<file path="config.mk">
export PLATFORM = sky130hd
export DESIGN_NAME = mrf_char_tx
export DESIGN_NICKNAME = d
export VERILOG_FILES = /design/src/rtl/mrf_pkg.sv /design/src/rtl/mrf_char_tx.sv
export SDC_FILE = /design/constraint.sdc
export NUM_CORES = 1
export LEC_CHECK = 0
export BUFFER_PORTS_ARGS = -buffer_cell sky130_fd_sc_hd__buf_2
export CAP_MARGIN = 20
export CORE_ASPECT_RATIO = 1.1
export CORE_MARGIN = 8
export CORE_UTILIZATION = 52
export CTS_CLUSTER_SIZE = 16
export DETAILED_ROUTE_END_ITERATION = 8
export GPL_TIMING_DRIVEN = 0
export PLACE_DENSITY = 0.74
export SLEW_MARGIN = 25
export SYNTH_ARGS = -nofsm -noshare
export SYNTH_HDL_FRONTEND = slang
export SYNTH_SLANG_ARGS = --single-unit
</file>
<file path="constraint.sdc">
create_clock -name pclk -period 4.2 [get_ports pclk]
set_input_delay 0.42 -clock pclk [delete_from_list [all_inputs] [get_ports pclk]]
set_output_delay 0.42 -clock pclk [all_outputs]
set_load 0.01 [all_outputs]
</file>
<file path="src/rtl/mrf_pkg.sv">
// shared constants, types and helper functions of the rtu frame checker
package mrf_pkg;
  localparam int unsigned CLK_HZ         = 250_000_000;
  localparam int unsigned BAUD_RESET_BPS = 9600;
  localparam int unsigned BIT_DIV_RESET  = (CLK_HZ + BAUD_RESET_BPS / 2) / BAUD_RESET_BPS;

  localparam logic [7:0] OFF_CTRL    = 8'h00;
  localparam logic [7:0] OFF_ADDR    = 8'h04;
  localparam logic [7:0] OFF_BAUD    = 8'h08;
  localparam logic [7:0] OFF_STATUS  = 8'h0c;
  localparam logic [7:0] OFF_RX_DATA = 8'h10;
  localparam logic [7:0] OFF_TX_DATA = 8'h14;

  localparam int CTRL_EN_BIT     = 0;
  localparam int CTRL_SEVEN_BIT  = 1;
  localparam int CTRL_PAR_LSB    = 2;
  localparam int CTRL_GO_BIT     = 4;
  localparam int CTRL_CLR_BIT    = 5;
  localparam int ST_DONE_BIT     = 0;
  localparam int ST_CRC_BIT      = 1;
  localparam int ST_PAR_BIT      = 2;
  localparam int ST_LEN_BIT      = 3;
  localparam int ST_BCAST_BIT    = 4;
  localparam int ST_CMD_BIT      = 5;
  localparam int ST_TXBUSY_BIT   = 6;
  localparam int ST_REFUSED_BIT  = 7;
  localparam int ST_RXLEN_LSB    = 8;
  localparam int ST_TXLEN_LSB    = 16;

  typedef enum logic [1:0] {
    PAR_NONE = 2'b00,
    PAR_EVEN = 2'b01,
    PAR_ODD  = 2'b10
  } mrf_parity_type;

  localparam logic           CTRL_EN_RESET    = 1'b0;
  localparam logic           CTRL_SEVEN_RESET = 1'b0;
  localparam mrf_parity_type CTRL_PAR_RESET   = PAR_EVEN;
  localparam logic [7:0]     ADDR_RESET       = 8'h01;

  localparam logic [7:0]  ADDR_BCAST       = 8'h00;
  localparam logic [7:0]  ADDR_LAST        = 8'hf7;
  localparam logic [7:0]  CMD_READ         = 8'h03;
  localparam logic [7:0]  CMD_WRITE        = 8'h06;
  localparam logic [15:0] CRC_INIT         = 16'hffff;
  localparam logic [15:0] CRC_POLY         = 16'ha001;
  localparam logic [11:0] CHAR_BITS_8      = 12'h00b;
  localparam logic [11:0] CHAR_BITS_7      = 12'h00a;
  localparam logic [11:0] GAP_SHORT_HALVES = 12'h003;
  localparam logic [11:0] GAP_LONG_HALVES  = 12'h007;
  localparam int          MIN_FRAME        = 4;

  function automatic logic [15:0] crc_step(input logic [15:0] crc, input logic [7:0] data);
    logic [15:0] c;
    c = crc ^ {8'h00, data};
    for (int i = 0; i < 8; i++) begin
      if (c[0])
        c = (c >> 1) ^ CRC_POLY;
      else
        c = c >> 1;
    end
    return c;
  endfunction

  function automatic logic parity_of(input logic [7:0] data, input logic seven,
                                     input mrf_parity_type mode);
    logic ones;
    ones = seven ? ^data[6:0] : ^data;
    return (mode == PAR_ODD) ? ~ones : ones;
  endfunction
endpackage

</file>
<file path="src/rtl/mrf_char_tx.sv">
// serial character transmitter with optional parity bit
`timescale 1ns/100ps
`default_nettype none
module mrf_char_tx (
  input  wire logic                    pclk,
  input  wire logic                    presetn,
  input  wire logic                    start,
  input  wire logic [7:0]              data,
  input  wire logic [15:0]             bit_div,
  input  wire logic                    seven,
  input  wire mrf_pkg::mrf_parity_type parity,
  output logic                         line_out,
  output logic                         done
);
  typedef enum logic [2:0] {
    TX_IDLE  = 3'b000,
    TX_START = 3'b001,
    TX_DATA  = 3'b010,
    TX_PAR   = 3'b011,
    TX_STOP  = 3'b100
  } mrf_tx_state_type;
  typedef struct packed {
    mrf_tx_state_type state;
    logic [15:0]      cnt;
    logic [2:0]       idx;
    logic [7:0]       sh;
    logic             stop2;
    logic             line;
    logic             done;
  } mrf_tx_regs_type;
  mrf_tx_regs_type r;
  mrf_tx_regs_type n;
  logic            tick;

  always_comb begin
    n      = r;
    n.done = 1'b0;
    tick   = (r.cnt == 16'h0000);
    n.cnt  = tick ? (bit_div - 16'h0001) : (r.cnt - 16'h0001);
    case (r.state)
      TX_IDLE: begin
        n.line = 1'b1;
        if (start) begin
          n.sh    = data;
          n.line  = 1'b0;
          n.cnt   = bit_div - 16'h0001;
          n.state = TX_START;
        end
      end
      TX_START: begin
        if (tick) begin
          n.idx   = 3'h0;
          n.line  = r.sh[0];
          n.state = TX_DATA;
        end
      end
      TX_DATA: begin
        if (tick) begin
          n.idx  = r.idx + 3'h1;
          n.line = r.sh[r.idx + 3'h1];
          if (r.idx == (seven ? 3'h6 : 3'h7)) begin
            n.stop2 = (parity == mrf_pkg::PAR_NONE);
            n.line  = (parity == mrf_pkg::PAR_NONE) ? 1'b1 :
                      mrf_pkg::parity_of(r.sh, seven, parity);
            n.state = (parity == mrf_pkg::PAR_NONE) ? TX_STOP : TX_PAR;
          end
        end
      end
      TX_PAR: begin
        if (tick) begin
          n.line  = 1'b1;
          n.state = TX_STOP;
        end
      end
      TX_STOP: begin
        if (tick) begin
          n.stop2 = 1'b0;
          if (!r.stop2) begin
            n.done  = 1'b1;
            n.state = TX_IDLE;
          end
        end
      end
      default: n.state = TX_IDLE;
    endcase
  end

  always_ff @(posedge pclk or negedge presetn) begin
    if (!presetn) begin
      r      <= '0;
      r.line <= 1'b1;
    end else begin
      r <= n;
    end
  end

  assign line_out = r.line;
  assign done     = r.done;
endmodule
`default_nettype wire

</file>
==> results.cfg <==
[timing]
min_period_ps = 2026
clock_skew_ps = 7.742
tightest_slew_ps = 732.9
drv_slew = 0
fmaxAchievable_mhz = 493.7
finalCritPeriodShare_pct = 48.23
finalHoldViolCount = 0
whs_ps = 188.9
setup_violations = 0
setup_ws_ps = 2174
rsz0062_at_grt = false
slew_headroom_pct = 51.14
tns_ps = 0

[layout]
layout_common_cells = buf_2 (34), dfrtp_1 (32), nor2_1 (23), xnor2_1 (21), nand2_1 (20)
fin_util_pct = 62.78
drive_above_1_share_pct = 23.22
nets = 300
diodes = 0
nFillCells = 363
syn2layout_area_growth_pct = 14.71
layout_commonest_cell = buf_2
final_cell_area_um2 = 2507

[yosys]
yosysWarningCount = 0
synth_cells = 228
synth_area_per_cell_um2 = 9.587
ys_seq_area_share_pct = 37.84
synth_area_leaders = dfrtp_1 (37%), xnor2_1 (8.4%), mux2_2 (5.2%), mux2i_1 (5.0%), xor2_1 (4.8%)
synth_cell_types = 48
postSynthNetCount = 262
synth_flop_cell = dfrtp_1
synth_area_um2 = 2186
yosys.area.top_type = dfrtp_1
synth-seq-cells = 33
synth_enable_flop_cells = 0
synthArstFlopShare_pct = 100.0
synth_top_area_share_pct = 36.63

[clock_tree]
ctsResizeCount = 0
post_cts_buffers = 0
cts_root_buffer = clkbuf_8
cts_buffers = 5
hold_buffers = 0
clk_pin_slew_ps = 70
cts_tree = yes
clk_latency_ps = 290
clock_path_buffers = 2
numClockSinks = 33
cts_max_level = 2

[hold_path]
min_path_type = primary input to async pin

[place]
place_area_um2 = 2406
routabilityCongestion = 0.7908
portBuffers = 31
dpl.hpwl_um = 3456
place_ws_ps = 1942

[detailed_routing]
drc = 0
vias = 1753
drt_iter0_drc = 93
wl_per_cell_um = 14.04
postRouteWirelength_um = 4478
vias_per_cell = 5.495
firstDrtPassIters = 4
final_antenna_net_count = 0

[status]
status = finished, final reports clean

[worst_setup_path]
r2r_setup_slack_ps = 2170
cpPeakStageDelay_ps = 500
crit_type = flip-flop to flip-flop
cp_cell_sequence = nor3_1, and3b_2, a21o_1, buf_2, o21ai_0
cp.required_ps = 4360
startpoint_type = flip-flop
crit_buf_inv = 1
cp_top_family = simple AND/OR/NAND/NOR gates
rr_worst_depth = 5
cp.arrival_ps = 2190
end_kind = flip-flop
crit_path_top_delay_cell = nor3_1
crit_cells = 5
worstPathMaxFanout = 10

[floorplan]
io_pins = 32
row_count = 24
initial_utilization_pct = 54.73
die_h_um = 84
core_um2 = 3994
die_x_um = 77.82
die_area_um2 = 6536

[grt]
grt_busiest_layer = met2
grt_antenna_before_repair = 0
grt_use_met1_pct = 18.05
grt_pass1_vias = 1806
grt_max_degree = 34
grtUsageTotal_pct = 15.13
use_met3_pct = 3.664
grt_pass1_wl_um = 8183
grt_overflow_total = 0
met2_usage_pct = 24.87

[flow_run]
maxCapViolations = 0

[power_and_ir_drop]
ir_worst_vdd_v = 0.0003239
power.leakage_nw = 1.113
powerDensity_nw_per_um2 = 481.7
==> per-layer routing <==
layer / part of all wire [%] / up-vias / wire length [um]
li1: - / 885 / -
met1: 44 / 829 / 1977
met2: 50 / 34 / 2248
met4: 1.4 / 0 / 63
met5: 0 / - / 0
met3: 4.2 / 5 / 188
==> report_power, final <==
part	switching (W)	internal (W)	total [W]
sequential	0.0000943	0.000425	0.000519
clock	0.000117	0.000148	0.000265
combinational	0.000183	0.000241	0.000424
total	0.000394	0.000814	0.00121
==> flip-flops by register name, summed over array words and instances (netlist names) <==
| register | count |
|---|---|
| r | 31 |
| done | 1 |
| line_out | 1 |
==> worst register-to-register path, stage by stage (launching register included) <==
cell and delay, ps:
dfrtp_1 410, nor3_1 500, and3b_2 360, a21o_1 270, buf_2 250, o21ai_0 110
==> cells by family (layout without fill, tap and decap cells) <==
logic type,Yosys count,in the layout,synth area share [%]
and+or+nand+nor,89,89,21.64
xor gates and xnor gates,34,34,14.25
DFF,33,33,37.84
AOI/OAI and AO/OA,30,30,8.930
muxes,23,23,12.25
buffers and inverters,15,54,2.804
adders and majority gates,4,4,2.290
==> cells in the mapped netlist (4+ instances only) <==
library cell   n
ha_1           4
and3_1         4
a21oi_1        7
xnor2_1       21
nor3_1        11
o31ai_1        4
nand2_1       20
mux2i_1       11
xor2_1        12
nor2_1        23
clkbuf_1       4
o21ai_0        7
inv_1          7
nand4_1        5
or3_1          5
mux2_2        10
dfrtp_1       32
==> final cells by class <==
type                    count  area [um^2]  area share, %
clock buffers               7        96.34          3.842
inverters                   7        26.28          1.048
repair buffers             31        155.1          6.188
multi-input cells         180         1297          51.75
well taps                  52        65.06          2.595
clock inverters             1        5.005         0.1996
flip-flops and latches     33        827.0          32.98
plain buffers               8        35.03          1.397
==> worst paths after layout <==
path / from / endpoint
worst max-delay path: r[16] / r[17]
worst min-delay path: presetn / r[14]
worst max register to register: r[16] / r[17]
worst min register to register: r[2] / done
max in group asynchronous: presetn / done
min in group pclk: bit_div[0] / r[14]
==> through the flow <==
step           power (W)  instances
5_1_grt         0.001295        319
6_report        0.001208        319
3_3_place_gp   0.0009369        311
3_5_place_dp   0.0009488        311
2_1_floorplan  0.0008483        228
4_1_cts         0.001219        319
No activity file was read; power rests on OpenSTA's default activity.
